File: src/logic/breaker_key_params.svh
// How it works
// - password on and no recent command: control key raises password prompt first
// - once the command window lapses, keypad close and open requests are refused
// - select-breaker prompt holds 30 s or until select pressed again
// - second select picks breaker one; then act within 30 s or lapse
// - close key arms close for 20 s; second close issues close command
// - open key arms open for 20 s; second open issues open command
// - each further select press toggles to the other available breaker
// - any non-control key aborts breaker control without a command
// - a lone configured breaker, one or two, is selected by the same key sequence
// - keypad control needs both function enable and keypad enable per breaker
// - three-pole mode takes position from one status input
// - single-pole mode reports position only when all three poles agree
// - numeric settings stored only within own minimum and maximum; increment and decrement move by own step
// - increment adds a step up to maximum, then wraps to minimum
// - decrement subtracts a step down to minimum, then wraps to maximum
// - digits enter most significant first; escape restores original value
// - idle display shows default content, high-priority message preempts it
`ifndef BREAKER_KEY_PARAMS_SVH
`define BREAKER_KEY_PARAMS_SVH

// ----------------------------------------------------------------------
// timing
// ----------------------------------------------------------------------
`define BKC_CLK_PERIOD_NS 100
`define BKC_SECOND_NS     1000000000
`define BKC_TICK_CYCLES   (`BKC_SECOND_NS / `BKC_CLK_PERIOD_NS)
`define BKC_PERMIT_MIN    30
`define BKC_PERMIT_S      (`BKC_PERMIT_MIN * 60)
`define BKC_PROMPT_S      30
`define BKC_SELECT_S      30
`define BKC_CONFIRM_S     20

// ----------------------------------------------------------------------
// widths
// ----------------------------------------------------------------------
`define BKC_DIV_W    24
`define BKC_TMR_W    5
`define BKC_PERMIT_W 11
`define BKC_VAL_W    16

`endif

File: src/logic/breaker_key_pkg.sv
package breaker_key_pkg;
  `include "breaker_key_params.svh"

  typedef enum logic [2:0]
  {
    ST_IDLE,
    ST_PASSWORD,
    ST_PROMPT,
    ST_SELECTED,
    ST_ARM_CLOSE,
    ST_ARM_OPEN
  } ctl_state_t;

  typedef struct packed
  {
    ctl_state_t               st;
    logic                     sel;
    logic [`BKC_TMR_W-1:0]    tmr;
    logic [`BKC_PERMIT_W-1:0] permit;
    logic [`BKC_DIV_W-1:0]    div;
    logic                     tick;
    logic [1:0]               close_cmd;
    logic [1:0]               open_cmd;
    logic                     event_show;
    logic                     permit_on;
  } ctl_regs_t;

  typedef struct packed
  {
    logic [`BKC_VAL_W-1:0] val;
    logic [`BKC_VAL_W-1:0] orig;
    logic                  active;
    logic                  entering;
    logic                  reject;
  } edit_regs_t;

  typedef struct packed
  {
    logic closed;
    logic open;
  } pole_regs_t;
endpackage

File: src/logic/pole_position.sv
`timescale 1ns/1ps
`default_nettype none
module pole_position
  import breaker_key_pkg::*;
(
  input  wire logic       sys_clk_in,
  input  wire logic       resetn_in,
  input  wire logic       single_pole_mode_in,
  input  wire logic [2:0] pole_closed_in,
  output logic            closed_out,
  output logic            open_out
);
  pole_regs_t q;
  pole_regs_t d;

  // ----------------------------------------------------------------------
  // position decode
  // ----------------------------------------------------------------------
  always_comb
  begin
    d = q;
    if (single_pole_mode_in)
    begin
      // disagreeing poles give neither position
      d.closed = &pole_closed_in;
      d.open   = ~|pole_closed_in;
    end
    else
    begin
      d.closed = pole_closed_in[0];
      d.open   = ~pole_closed_in[0];
    end
  end

  always_ff @(posedge sys_clk_in or negedge resetn_in)
  begin
    if (!resetn_in)
      q <= '0;
    else
      q <= d;
  end

  assign closed_out = q.closed;
  assign open_out   = q.open;
endmodule
`default_nettype wire

File: src/logic/setting_editor.sv
`timescale 1ns/1ps
`default_nettype none
`include "breaker_key_params.svh"
module setting_editor
  import breaker_key_pkg::*;
(
  input  wire logic                  sys_clk_in,
  input  wire logic                  resetn_in,
  input  wire logic                  load_in,
  input  wire logic [`BKC_VAL_W-1:0] orig_in,
  input  wire logic [`BKC_VAL_W-1:0] min_in,
  input  wire logic [`BKC_VAL_W-1:0] max_in,
  input  wire logic [`BKC_VAL_W-1:0] step_in,
  input  wire logic                  inc_in,
  input  wire logic                  dec_in,
  input  wire logic                  digit_valid_in,
  input  wire logic [3:0]            digit_in,
  input  wire logic                  escape_in,
  input  wire logic                  store_in,
  output logic [`BKC_VAL_W-1:0]      value_out,
  output logic                       active_out,
  output logic                       reject_out
);
  edit_regs_t q;
  edit_regs_t d;
  logic [`BKC_VAL_W:0]   up_sum;
  logic [`BKC_VAL_W:0]   dn_floor;
  logic [`BKC_VAL_W+3:0] shifted;

  // ----------------------------------------------------------------------
  // edit step
  // ----------------------------------------------------------------------
  always_comb
  begin
    d        = q;
    up_sum   = {1'b0, q.val} + {1'b0, step_in};
    dn_floor = {1'b0, min_in} + {1'b0, step_in};
    shifted  = {4'h0, q.val} * 20'h0000A + {16'h0000, digit_in};
    if (load_in)
    begin
      d.val      = orig_in;
      d.orig     = orig_in;
      d.active   = 1'b1;
      d.entering = 1'b0;
      d.reject   = 1'b0;
    end
    else if (q.active)
    begin
      if (escape_in)
      begin
        d.val      = q.orig;
        d.entering = 1'b0;
      end
      else if (digit_valid_in)
      begin
        d.entering = 1'b1;
        // a digit that would overflow the field is dropped
        if (!q.entering)
          d.val = {12'h000, digit_in};
        else if (shifted[`BKC_VAL_W+3:`BKC_VAL_W] == 4'h0)
          d.val = shifted[`BKC_VAL_W-1:0];
      end
      else if (inc_in)
      begin
        if (q.val >= max_in)
          d.val = min_in;
        else if (up_sum > {1'b0, max_in})
          d.val = max_in;
        else
          d.val = up_sum[`BKC_VAL_W-1:0];
      end
      else if (dec_in)
      begin
        if (q.val <= min_in)
          d.val = max_in;
        else if ({1'b0, q.val} < dn_floor)
          d.val = min_in;
        else
          d.val = q.val - step_in;
      end
      else if (store_in)
      begin
        d.entering = 1'b0;
        if (q.val >= min_in && q.val <= max_in)
        begin
          d.orig   = q.val;
          d.active = 1'b0;
          d.reject = 1'b0;
        end
        else
        begin
          d.val    = q.orig;
          d.reject = 1'b1;
        end
      end
    end
  end

  always_ff @(posedge sys_clk_in or negedge resetn_in)
  begin
    if (!resetn_in)
      q <= '0;
    else
      q <= d;
  end

  assign value_out  = q.val;
  assign active_out = q.active;
  assign reject_out = q.reject;
endmodule
`default_nettype wire

File: src/logic/breaker_key_control.sv
`timescale 1ns/1ps
`default_nettype none
`include "breaker_key_params.svh"
module breaker_key_control
  import breaker_key_pkg::*;
#(
  parameter int unsigned TICK_CYCLES = `BKC_TICK_CYCLES
)
(
  input  wire logic                  sys_clk_in,
  input  wire logic                  resetn_in,
  input  wire logic                  key_select_in,
  input  wire logic                  key_close_in,
  input  wire logic                  key_open_in,
  input  wire logic                  key_other_in,
  input  wire logic                  pwd_enable_in,
  input  wire logic                  pwd_ok_in,
  input  wire logic                  high_prio_msg_in,
  input  wire logic                  first_breaker_func_in,
  input  wire logic                  second_breaker_func_in,
  input  wire logic                  first_breaker_keypad_enable_in,
  input  wire logic                  second_breaker_keypad_enable_in,
  input  wire logic                  first_breaker_single_pole_in,
  input  wire logic [2:0]            first_breaker_pole_in,
  input  wire logic                  second_breaker_single_pole_in,
  input  wire logic [2:0]            second_breaker_pole_in,
  input  wire logic                  edit_load_in,
  input  wire logic [`BKC_VAL_W-1:0] edit_orig_in,
  input  wire logic [`BKC_VAL_W-1:0] edit_min_in,
  input  wire logic [`BKC_VAL_W-1:0] edit_max_in,
  input  wire logic [`BKC_VAL_W-1:0] edit_step_in,
  input  wire logic                  edit_inc_in,
  input  wire logic                  edit_dec_in,
  input  wire logic                  edit_digit_valid_in,
  input  wire logic [3:0]            edit_digit_in,
  input  wire logic                  edit_escape_in,
  input  wire logic                  edit_store_in,
  output ctl_state_t                 display_state_out,
  output logic                       event_show_out,
  output logic                       selected_second_out,
  output logic                       permit_out,
  output logic                       close_first_breaker_out,
  output logic                       open_first_breaker_out,
  output logic                       close_second_breaker_out,
  output logic                       open_second_breaker_out,
  output logic                       first_breaker_closed_out,
  output logic                       first_breaker_open_out,
  output logic                       second_breaker_closed_out,
  output logic                       second_breaker_open_out,
  output logic [`BKC_VAL_W-1:0]      edit_value_out,
  output logic                       edit_active_out,
  output logic                       edit_reject_out
);
  ctl_regs_t  q;
  ctl_regs_t  d;
  logic [1:0] avail;
  logic       ctl_key;
  logic       permit_ok;
  logic       lapse;
  logic [1:0] single_pole;
  logic [2:0] poles [2];
  logic [1:0] pos_closed;
  logic [1:0] pos_open;

  // ----------------------------------------------------------------------
  // helpers
  // ----------------------------------------------------------------------
  // prefer index 0; a lone breaker at index 1 is picked when index 0 is not available
  function automatic logic first_pick(input logic [1:0] av);
    first_pick = av[0] ? 1'b0 : 1'b1;
  endfunction

  // stay on the current breaker when the other one is not available
  function automatic logic other_pick(input logic cur,
                                      input logic [1:0] av);
    other_pick = av[~cur] ? ~cur : cur;
  endfunction

  assign avail[0] = first_breaker_func_in
                    & first_breaker_keypad_enable_in;
  assign avail[1] = second_breaker_func_in
                    & second_breaker_keypad_enable_in;
  assign ctl_key  = key_select_in | key_close_in | key_open_in;
  assign permit_ok = !pwd_enable_in || (q.permit != '0);
  assign lapse    = q.tick && (q.tmr == `BKC_TMR_W'(1));

  // ----------------------------------------------------------------------
  // key sequencer
  // ----------------------------------------------------------------------
  always_comb
  begin
    d           = q;
    d.tick      = 1'b0;
    d.close_cmd = 2'b00;
    d.open_cmd  = 2'b00;
    // one common seconds tick feeds every window
    if (q.div == `BKC_DIV_W'(TICK_CYCLES - 1))
    begin
      d.div  = '0;
      d.tick = 1'b1;
    end
    else
      d.div = q.div + `BKC_DIV_W'(1);
    if (q.tick && q.permit != '0)
      d.permit = q.permit - `BKC_PERMIT_W'(1);
    if (q.tick && q.tmr != '0)
      d.tmr = q.tmr - `BKC_TMR_W'(1);
    case (q.st)
      ST_IDLE:
      begin
        if (ctl_key && avail != 2'b00)
        begin
          if (pwd_enable_in && q.permit == '0)
            d.st = ST_PASSWORD;
          else
          begin
            d.st  = ST_PROMPT;
            d.tmr = `BKC_TMR_W'(`BKC_PROMPT_S);
          end
        end
      end
      ST_PASSWORD:
      begin
        if (pwd_ok_in)
        begin
          d.st     = ST_PROMPT;
          d.tmr    = `BKC_TMR_W'(`BKC_PROMPT_S);
          d.permit = `BKC_PERMIT_W'(`BKC_PERMIT_S);
        end
      end
      ST_PROMPT:
      begin
        if (key_select_in)
        begin
          d.st  = ST_SELECTED;
          d.sel = first_pick(avail);
          d.tmr = `BKC_TMR_W'(`BKC_SELECT_S);
        end
        else if (lapse)
          d.st = ST_IDLE;
      end
      ST_SELECTED:
      begin
        if (key_select_in)
        begin
          d.sel = other_pick(q.sel, avail);
          d.tmr = `BKC_TMR_W'(`BKC_SELECT_S);
        end
        else if (key_close_in)
        begin
          d.st  = ST_ARM_CLOSE;
          d.tmr = `BKC_TMR_W'(`BKC_CONFIRM_S);
        end
        else if (key_open_in)
        begin
          d.st  = ST_ARM_OPEN;
          d.tmr = `BKC_TMR_W'(`BKC_CONFIRM_S);
        end
        else if (lapse)
          d.st = ST_IDLE;
      end
      ST_ARM_CLOSE:
      begin
        if (key_close_in)
        begin
          d.st             = ST_IDLE;
          d.close_cmd[q.sel] = avail[q.sel];
        end
        else if (key_select_in)
        begin
          d.st  = ST_SELECTED;
          d.sel = other_pick(q.sel, avail);
          d.tmr = `BKC_TMR_W'(`BKC_SELECT_S);
        end
        else if (lapse)
          d.st = ST_IDLE;
      end
      ST_ARM_OPEN:
      begin
        if (key_open_in)
        begin
          d.st              = ST_IDLE;
          d.open_cmd[q.sel] = avail[q.sel];
        end
        else if (key_select_in)
        begin
          d.st  = ST_SELECTED;
          d.sel = other_pick(q.sel, avail);
          d.tmr = `BKC_TMR_W'(`BKC_SELECT_S);
        end
        else if (lapse)
          d.st = ST_IDLE;
      end
      default:
        d.st = ST_IDLE;
    endcase
    // an issued command restarts the window so no new password is needed
    if (pwd_enable_in && (d.close_cmd != 2'b00 || d.open_cmd != 2'b00))
      d.permit = `BKC_PERMIT_W'(`BKC_PERMIT_S);
    // window gone mid-sequence: drop out rather than issue anything
    if (!permit_ok && q.st != ST_IDLE && q.st != ST_PASSWORD)
    begin
      d.st        = ST_IDLE;
      d.close_cmd = 2'b00;
      d.open_cmd  = 2'b00;
    end
    if (key_other_in)
    begin
      d.st        = ST_IDLE;
      d.close_cmd = 2'b00;
      d.open_cmd  = 2'b00;
    end
    if (d.st == ST_IDLE)
      d.tmr = '0;
    d.permit_on  = d.permit != '0;
    d.event_show = high_prio_msg_in && (d.st == ST_IDLE);
  end

  always_ff @(posedge sys_clk_in or negedge resetn_in)
  begin
    if (!resetn_in)
      q <= '0;
    else
      q <= d;
  end

  // ----------------------------------------------------------------------
  // position tracking and setting editor
  // ----------------------------------------------------------------------
  assign single_pole[0] = first_breaker_single_pole_in;
  assign single_pole[1] = second_breaker_single_pole_in;
  assign poles[0]       = first_breaker_pole_in;
  assign poles[1]       = second_breaker_pole_in;

  generate
    for (genvar i = 0; i < 2; i++)
    begin : g_pole
      pole_position u_pole
      (
        .sys_clk_in          (sys_clk_in),
        .resetn_in           (resetn_in),
        .single_pole_mode_in (single_pole[i]),
        .pole_closed_in      (poles[i]),
        .closed_out          (pos_closed[i]),
        .open_out            (pos_open[i])
      );
    end
  endgenerate

  setting_editor u_edit
  (
    .sys_clk_in     (sys_clk_in),
    .resetn_in      (resetn_in),
    .load_in        (edit_load_in),
    .orig_in        (edit_orig_in),
    .min_in         (edit_min_in),
    .max_in         (edit_max_in),
    .step_in        (edit_step_in),
    .inc_in         (edit_inc_in),
    .dec_in         (edit_dec_in),
    .digit_valid_in (edit_digit_valid_in),
    .digit_in       (edit_digit_in),
    .escape_in      (edit_escape_in),
    .store_in       (edit_store_in),
    .value_out      (edit_value_out),
    .active_out     (edit_active_out),
    .reject_out     (edit_reject_out)
  );

  assign display_state_out         = q.st;
  assign event_show_out            = q.event_show;
  assign selected_second_out       = q.sel;
  assign permit_out                = q.permit_on;
  assign close_first_breaker_out   = q.close_cmd[0];
  assign close_second_breaker_out  = q.close_cmd[1];
  assign open_first_breaker_out    = q.open_cmd[0];
  assign open_second_breaker_out   = q.open_cmd[1];
  assign first_breaker_closed_out  = pos_closed[0];
  assign first_breaker_open_out    = pos_open[0];
  assign second_breaker_closed_out = pos_closed[1];
  assign second_breaker_open_out   = pos_open[1];
endmodule
`default_nettype wire

File: config.mk
export PLATFORM = sky130hd
export DESIGN_NAME = breaker_key_control
export DESIGN_NICKNAME = d
export VERILOG_FILES = /design/src/logic/breaker_key_pkg.sv /design/src/logic/pole_position.sv /design/src/logic/setting_editor.sv /design/src/logic/breaker_key_control.sv
export VERILOG_INCLUDE_DIRS = /design/src /design/src/logic
export SDC_FILE = /design/constraint.sdc
export NUM_CORES = 1
export LEC_CHECK = 0
export BUFFER_PORTS_ARGS = -buffer_cell sky130_fd_sc_hd__buf_4
export CORE_UTILIZATION = 34
export DETAILED_ROUTE_END_ITERATION = 16
export PLACE_DENSITY_LB_ADDON = 0.15
export SLEW_MARGIN = 20
export SYNTH_ARGS = -nofsm -noshare
export SYNTH_HDL_FRONTEND = slang
export SYNTH_HIERARCHICAL = 1
export SYNTH_SLANG_ARGS = --single-unit
export TNS_END_PERCENT = 30
File: constraint.sdc
create_clock -name sys_clk_in -period 4.5 [get_ports sys_clk_in]
set_input_delay 0.675 -clock sys_clk_in [delete_from_list [all_inputs] [get_ports sys_clk_in]]
set_output_delay 0.675 -clock sys_clk_in [all_outputs]
set_load 0.02 [all_outputs]
== After elaboration in Yosys (flattened, before gate mapping) ==
Cells that the tools add are included.
Storage, ports and cells
  register bits after elaboration: 90
  input port bits: 95
  output and inout port bits: 32
  word-level logic and storage cells: 180
Cells by class
  add/sub/neg operators: 7
  multiply operators: 1
  magnitude comparators: 9
  equality and inequality tests: 20
  multiplexer cells: 73
  bitwise operators: 8
  reductions and logical operators: 43
Operators by type and width (number)
  16-bit two-way mux: 12
  35-bit two-way mux: 3
  17-bit two-way mux: 3
  19-bit two-way mux: 2
  5-bit two-way mux: 7
  16-bit by 16-bit adder with 17-bit output: 2
  11-bit two-way mux: 3
  3-bit two-way mux: 11
  16-bit greater-or-equal comparator: 2
  16-bit less-or-equal comparator: 2
  5-bit case mux with 6 select lines: 1
  24-bit by 1-bit adder with 24-bit output, second input constant: 1
  24-bit equality test, second input constant: 1
  24-bit two-way mux: 1
  6-bit two-way mux: 4
  11-bit nonzero test: 2
  20-bit by 4-bit adder with 20-bit output: 1
  16-bit by 3-bit multiplier with 19-bit output, second input constant: 1
  3-bit case mux with 6 select lines: 1
  17-bit by 16-bit > comparator with 1-bit output: 1
  16-bit by 17-bit less-than comparator with 1-bit output: 1
  2-bit != test, second input constant: 8
  16-bit subtractor: 1
  1-bit two-way mux: 14
  37 further kinds: 76

== Logic depth before layout (Yosys ltp) ==
Gate-level depths: netlist (run 1).
  word-level depth: 12
  depth in mapped cells: 22
  depth with buffers taken out: 21

== Cells and area by module ==
Netlist (run 1), hierarchy kept.
By module, submodules not included
  setting_editor: times used 1, cells each 1054, area each 8031.5 um2, sequential area each 875.8 um2
  breaker_key_control: times used 1, cells each 285, area each 2776.4 um2, sequential area each 1276.2 um2
  pole_position: times used 2, cells each 6, area each 72.6 um2, sequential area each 50.0 um2

== Worst setup path before layout (run 1) ==
Ideal clock, no wire load.
  path type: in2reg
  from: input port edit_min_in[0]
  to: register u_edit.q (netlist bit u_edit/value_out[10])
  setup time: 125 ps
  arrival: 4973 ps
  required time: 4375 ps
  path slack: -598 ps
  cell stages on the path: 21
  path buffers: 0
  cells stage by stage: ha_1 > fa_1 > a211oi_1 > o21bai_1 > o211a_1 > o21a_1 > o21ai_0 > nand2b_1 > a21o_1 > a21oi_1 > xor2_1 > ha_1 > a21o_1 > a211oi_1 > nand4_1 > o311a_1 > a21boi_2 > mux2_2 > a211oi_1 > o31ai_1 > mux2_4
On the way
  cells in the longest elaborated chain, start to end: 10
  elaborated cells between the ends (all ways): 15
  those cells by class: add/sub: 1; order compare: 3; eq/ne: 1; mux: 8; reduce/logical: 2
Ends and longest elaborated chain
  start, declared: line breaker_key_control.sv:29  | input wire logic [`BKC_VAL_W-1:0] edit_min_in,
  16-bit by 16-bit adder with 17-bit output: line setting_editor.sv:37  | dn_floor = {1'b0, min_in} + {1'b0, step_in};
  16-bit by 17-bit less-than comparator with 1-bit output: line setting_editor.sv:76  | else if ({1'b0, q.val} < dn_floor)
  16-bit two-way mux: line setting_editor.sv:76
  16-bit two-way mux: line setting_editor.sv:74  | if (q.val <= min_in)
  16-bit two-way mux: line setting_editor.sv:72  | else if (dec_in)
  16-bit two-way mux: line setting_editor.sv:63  | else if (inc_in)
  16-bit two-way mux: line setting_editor.sv:54  | else if (digit_valid_in)
  16-bit two-way mux: line setting_editor.sv:49  | if (escape_in)
  35-bit two-way mux: line setting_editor.sv:47  | else if (q.active)
  35-bit two-way mux: line setting_editor.sv:39  | if (load_in)
  end signal, assigned: line setting_editor.sv:102  | q <= '0;
  end signal, assigned: line setting_editor.sv:104  | q <= d;
  end, declared: line setting_editor.sv:24  | edit_regs_t q;
Several ways; a longest one is shown, not always the timed one. The select of a mux whose other input is x is not followed.
A chain may end at the register's enable or synchronous reset.

== Final worst setup path (run 1) ==
  from: input port edit_min_in[0]
  to: register u_edit.q (netlist bit u_edit/value_out[7])
The elaborated chain is that of the path after synthesis.

==> results of run 1 <==
## power by group
group	leakage, nW	total [mW]	switching [mW]	internal (mW)
registers	1.13	1.01	0.124	0.883
logic	5.11	3.02	1.69	1.33
clock network	0.154	0.829	0.370	0.459
## registers in the layout, indices dropped and copies added, names as in the netlist
signal	cells
open_second_breaker_out	1
open_first_breaker_out	1
u_edit/value_out	16
g_pole.u_pole/closed_out	2
u_edit/q	17
selected_second_out	1
permit_out	1
display_state_out	3
u_edit/reject_out	1
u_edit/active_out	1
g_pole.u_pole/open_out	2
close_first_breaker_out	1
close_second_breaker_out	1
event_show_out	1
q	41
## layer usage
metal / share of wire [%] / wire (um) / GRT usage [%] / vias to the layer above
li1: - / - / - / 5500
met4: 1.9 / 742 / 5.76 / 0
met3: 6.3 / 2470 / 3.31 / 50
met5: 0 / 0 / 0 / -
met2: 44 / 17400 / 37.3 / 360
met1: 48 / 18800 / 34.0 / 5455
## through the flow
stage	util [%]	setup slack, ps
2_1_floorplan	-	-278
3_3_place_gp	41.8	-754
3_5_place_dp	41.8	-826
4_1_cts	43.0	-339
5_1_grt	43.4	-641
6_report	43.4	-465
## layout by cell type, fill, tap and decap left out, types with 9 or more instances in the layout
cell,instances
buf_4,279
ha_1,146
nand2_1,104
nor2_1,102
inv_1,92
dfrtp_1,90
a21oi_1,82
o21ai_0,63
nand3_1,51
xnor2_1,42
nor3_1,41
xor2_1,37
a211oi_1,22
o21a_1,20
a21o_1,18
nand4_1,18
nor2b_1,17
a31oi_1,17
or3_1,16
o211ai_1,16
mux2i_1,16
and3_1,14
or2_2,11
nand2b_1,10
nor4_1,10
o31ai_1,10
a22oi_1,10
clkbuf_16,9
a221oi_1,9
o311ai_0,9
## cell type report
| type | count | area, sq um | share of cell area, % |
|---|---|---|---|
| inverter | 93 | 349 | 2.54 |
| clock buffer | 10 | 239 | 1.74 |
| clock inverter | 6 | 82.6 | 0.601 |
| timing repair buffer | 283 | 2140 | 15.6 |
| tap | 402 | 503 | 3.66 |
| sequential | 90 | 2250 | 16.4 |
| multi-input combinational | 1106 | 8170 | 59.5 |
## cell families (layout without fill, tap and decap cells)
family | after synthesis | count (layout) | share of synthesized area [%]
adders and majority gates | 153 | 153 | 17.8
and+or+nand+nor | 443 | 443 | 20.6
xor gates and xnor gates | 79 | 79 | 6.32
muxes | 25 | 25 | 2.49
DFF | 90 | 90 | 20.6
AOI/OAI and AO/OA | 405 | 406 | 25.9
buffers and inverters | 156 | 392 | 6.34
## final timing paths
kind / to / cells past startpoint / startpoint / slack (ps)
min in group sys_clk_in: q[7] / 1 / q[7] / 460
hold / removal: open_first_breaker_out / 1 / resetn_in / 360
setup reg to reg: u_edit/value_out[7] / 20 / u_edit/value_out[0] / -220
hold reg to reg: q[7] / 1 / q[7] / 460
setup / recovery: u_edit/value_out[7] / 23 / edit_min_in[0] / -470
max in group asynchronous: u_edit/value_out[10] / 2 / resetn_in / 3100
## timing repair
| action | 4_1_cts | 5_1_grt |
|---|---|---|
| gates cloned | 0 | 1 |
| buffers inserted | 2 | 5 |
| gates resized for setup | 15 | 18 |
| pin swaps | 7 | 22 |
| setup endpoints to repair | 16 | 16 |
==> results.toml, run 1 <==
[placed_design]
placed_cells = 1966
gp_congestion = 0.948
dp_hpwl_um = 32100
place_area_sq_mm = 0.0132
portBuffers = 126

[critical_path]
worst_setup_path_start_kind = "input pin"
crit_arrival_ps = 5210
path_cells = "buf_8 > ha_4 > fa_2 > a211oi_2 > o21bai_2 > o211a_1 > o21a_1 > o21ai_1 > nand2b_1 > a21o_1 > a21oi_2 > xor2_1 > ha_1 > a21o_1 > a211oi_2 > nand4_1 > o311a_4 > a21boi_4 > buf_6 > mux2i_1 > o211ai_1 > a32oi_1 > mux2_4"
max_stage_delay_ps = 420
cp_top_family = "compound AO/OA/AOI/OAI gates"
worstPathMaxFanout = 5
cp_slowest_cell = "o311a_4"
critPathKind = "input pin to flip-flop"
worstSetupEndpointType = "flip-flop"
crit_buf_inv = 2
cp.required_ps = 4740

[grt]
antenna_found_initial = 0
track_usage_pct = 23.8
grt_pass1_wl_um = 61200
grt_max_degree = 57
grt.overflow.total = 0
grt_pass1_vias = 10900

[detailed_routing]
antenna_left = 0
vias_per_cell = 5.71
detail_route.wl_per_cell_um = 19.8
routed_wl_um = 39400
vias = 11400
drc = 0
drt_pass1_iterations = 5
drtIter0Drc = 853

[die]
dieArea_sq_mm = 0.0329
chipWidth_um = 181
start_util_pct = 34.6
coreArea_sq_mm = 0.0316
io_pins = 127
rows = 65
die_y_um = 181

[cts]
clk_pin_slew_worst_paths_ps = 80
cts_hold_buffers = 0
cts_tree = "built"
h-tree-depth = 3
cts_buffers = 9
cts.sinks = 90
cts_buffer_depth = 2
insertion_delay_ps = 350
cts_root_buf = "clkbuf_16"

[power_and_ir_drop]
p_per_area_mw_per_mm2 = 354
p_leak_nw = 6.40
peakVddDrop_mv = 0.187
fin_total_pwr_mw = 4.86

[synthesis]
synthesis.nets = 1598
syn_inst = 1351
synth_seq_area_share_pct = 20.6
synth_top_area_cell = "dfrtp_1"
synth_area_leaders = "dfrtp_1 (21%), ha_1 (17%), a21oi_1 (3.9%), nand2_1 (3.6%), nor2_1 (3.5%)"
synth_flop_cell = "dfrtp_1"
syn_area_per_cell_sq_um = 8.11
synth_top_area_share_pct = 20.6
synthArstFlopShare_pct = 100
synth_cell_types = 95
synth_edf_count = 0
ys_warn_count = 6
synthTopCellsByCount = "ha_1 (147), nand2_1 (104), nor2_1 (102), inv_1 (92), dfrtp_1 (90)"
syn_area_sq_mm = 0.0110
synth.most_common_cell = "ha_1"
ys_seq_elements = 90

[sta]
fin_skew_ps = 11.3
slew_viol_final = 0
fin_crit_ps = 4970
hold_viol_final = 0
post-route-period-util_pct = 110
max_freq_ghz = 0.201
final.setup.worst_slack_ps = -465
setup_viol = 16
worst_pin_slew_ps = 812
relSlewSlack_pct = 45.4
final.setup.tns_ps = -5800
rsz0062_at_grt = "yes"
holdWs_ps = 358

[run]
cap_violations = 0

[final_layout]
fill_cells = 3196
area_growth_pct = 25.4
final_net_count = 1830
fin_cells = 1990
finalInstanceArea_sq_mm = 0.0137
diodes = 0
drive_above_1_share_pct = 23.3

[run_status]
status = "finished, violations left"
violations = "negative setup slack"

[hold_path]
min_path_type = "input pin to async pin"
(Power assumes the default switching activity.)
==> inputs of run 2 (changes only) <==
--- a/config.mk
+++ b/config.mk
@@ -7,6 +7,7 @@
 export NUM_CORES = 1
 export LEC_CHECK = 0
 export BUFFER_PORTS_ARGS = -buffer_cell sky130_fd_sc_hd__buf_4
+export CORE_MARGIN = 8
 export CORE_UTILIZATION = 34
 export DETAILED_ROUTE_END_ITERATION = 16
 export PLACE_DENSITY_LB_ADDON = 0.15
==> run 2 against run 1 <==
The flow still finishes with violations (negative setup slack). Combinational power increased by 2%. Die area grew 16%. Global-route usage fell by 3.1 points. Routed wire length rose by 2.6%. Power grew 0.85%. First-iteration DRC count up 15%. Sequential share of layout area fell by 0.077 points. Critical path type unchanged. Highest routed layer unchanged.
==> results.toml, run 2 (synthesized netlist as in run 1, its figures left out) <==
[power_and_ir_drop]
peakVddDrop_mv = 0.178
seqPwrFrac_pct = 20.5
p_per_area_mw_per_mm2 = 355
p_switching_mw = 2.18
comb_power_share_pct = 62.6
swShare_pct = 44.5
power_frac_clock_pct = 16.8
p_leak_nw = 6.45
p_int_mw = 2.72

[sta]
rsz0062_at_grt = "yes"
slew_viol_final = 0
fin_crit_ps = 4800
hold_viol_final = 0
worst_pin_slew_ps = 766
final.setup.worst_slack_ps = -304
relSlewSlack_pct = 48.9
holdWs_ps = 384
fin_skew_ps = 8.89
post-route-period-util_pct = 107
setup_viol = 16
max_freq_ghz = 0.208

[final_layout]
multi_input_area_sq_mm = 0.00814
final_cell_mix = "buf_4 (292), ha_1 (146), nand2_1 (104)"
diodes = 0
fill_cells = 3203
regArea_sq_mm = 0.00225
drive_above_1_share_pct = 23.8
regMostFlops = "q"
final_common_cell = "buf_4"
final_net_count = 1843
finalInstanceArea_sq_mm = 0.0138
largest_reg_flops = 41
area_growth_pct = 26.0

[critical_path]
cp_slowest_cell = "fa_2"
worstSetupEndpointType = "flip-flop"
crit_buf_inv = 4
max_stage_delay_ps = 380
crit_arrival_ps = 5050
cp_top_family = "compound AO/OA/AOI/OAI gates"
rrSetupSlack_ps = -130
critPathKind = "input pin to flip-flop"
path_cells = "buf_6 > ha_4 > fa_2 > a211oi_2 > o21bai_2 > o211a_1 > o21a_1 > o21ai_1 > nand2b_1 > buf_4 > buf_4 > buf_4 > xnor2_1 > ha_1 > o21ai_0 > a21o_1 > a22oi_2 > o311a_4 > a21boi_4 > mux2_4 > a211oi_2 > o31ai_1 > mux2_4"
worst_setup_path_start_kind = "input pin"
cp.required_ps = 4740
crit_path_frequent_cell = "buf_4"
worstPathMaxFanout = 6

[die]
die_y_um = 195
io_pins = 127
start_util_pct = 34.6
dieArea_sq_mm = 0.0382
coreArea_sq_mm = 0.0316
rows = 65
chipWidth_um = 195

[cts]
cts_hold_buffers = 0
insertion_delay_ps = 360
cts_root_buf = "clkbuf_16"
cts_buffers = 9
cts_tree = "built"
clk_pin_slew_worst_paths_ps = 70
cts.sinks = 90
h-tree-depth = 3
cts_buffer_depth = 2

[run_status]
violations = "negative setup slack"
status = "finished, violations left"

[detailed_routing]
detail_route.wl_per_cell_um = 20.2
routed_wl_um = 40400
vias_per_cell = 5.64
drc = 0
antenna_left = 0
vias = 11300
drt_pass1_iterations = 6
drtIter0Drc = 981

[grt]
grt_pass1_wl_um = 62600
track_usage_pct = 20.6
antenna_found_initial = 0
grt.overflow.total = 0
grt_pass1_vias = 11000
grt_max_degree = 60

[run]
cap_violations = 0

[placed_design]
portBuffers = 126
dp_hpwl_um = 33200
place_area_sq_mm = 0.0133
gp_congestion = 0.951

[hold_path]
min_path_type = "input pin to async pin"
## run 2: worst register-to-register path, delay by kind of cell (launching register included)
kind            cells  cell delay [ps]
buf+inv             2              230
mux                 3              910
fa+ha+maj           3              900
compound gates     10             1540
simple gates        2              530
flops               1              390
## run 2: worst paths after layout
path,from,end,cells after the start
worst max-delay path,edit_step_in[0],u_edit/value_out[10],23
max in group asynchronous,resetn_in,u_edit/value_out[7],2
worst min-delay path,resetn_in,open_first_breaker_out,1
min in group sys_clk_in,q[7],q[7],1
worst min register to register,q[7],q[7],1
worst max register to register,u_edit/value_out[0],u_edit/value_out[7],20
## run 2: what timing repair did
item	4_1_cts	5_1_grt
cloned	1	0
buffers inserted	6	5
pin swaps	26	28
setup endpoints to repair	16	16
gates resized for setup	14	14
## run 2: area by class of cell
cell class,count,share of cell area [%]
well taps,402,3.64
multi-input cells,1106,59.0
clock inverters,6,0.571
flip-flops and latches,90,16.3
inverters,93,2.53
repair buffers,296,16.2
clock buffers,10,1.73
## run 2: per-stage QoR
stage / instances / power [mW] / setup slack, ps / utilization (%) / TNS (ps)
after floorplan: 1351 / 2.83 / -278 / - / -2610
after global placement: 1976 / 3.95 / -721 / 42.0 / -10130
after detailed placement: 1976 / 3.95 / -795 / 42.0 / -11100
after CTS: 1999 / 4.85 / -391 / 43.4 / -4510
after global routing: 2003 / 5.25 / -560 / 43.6 / -7360
final: 2003 / 4.90 / -304 / 43.6 / -3360
## run 2: power by group through the flow
stage	logic [mW]	clock network, mW	registers, mW
floorplan	1.82	0	1.00
global placement	2.93	0	1.02
detailed placement	2.94	0	1.02
CTS	3.00	0.852	1.00
global route	3.36	0.876	1.02
finish	3.07	0.825	1.01
## run 2: routing by layer
layer	track usage (%)	vias to the layer above	share of wire, %
met5	0	-	0
met4	4.69	0	1.7
met3	2.96	34	5.9
met2	32.1	333	44
met1	29.6	5406	49
li1	-	5523	-
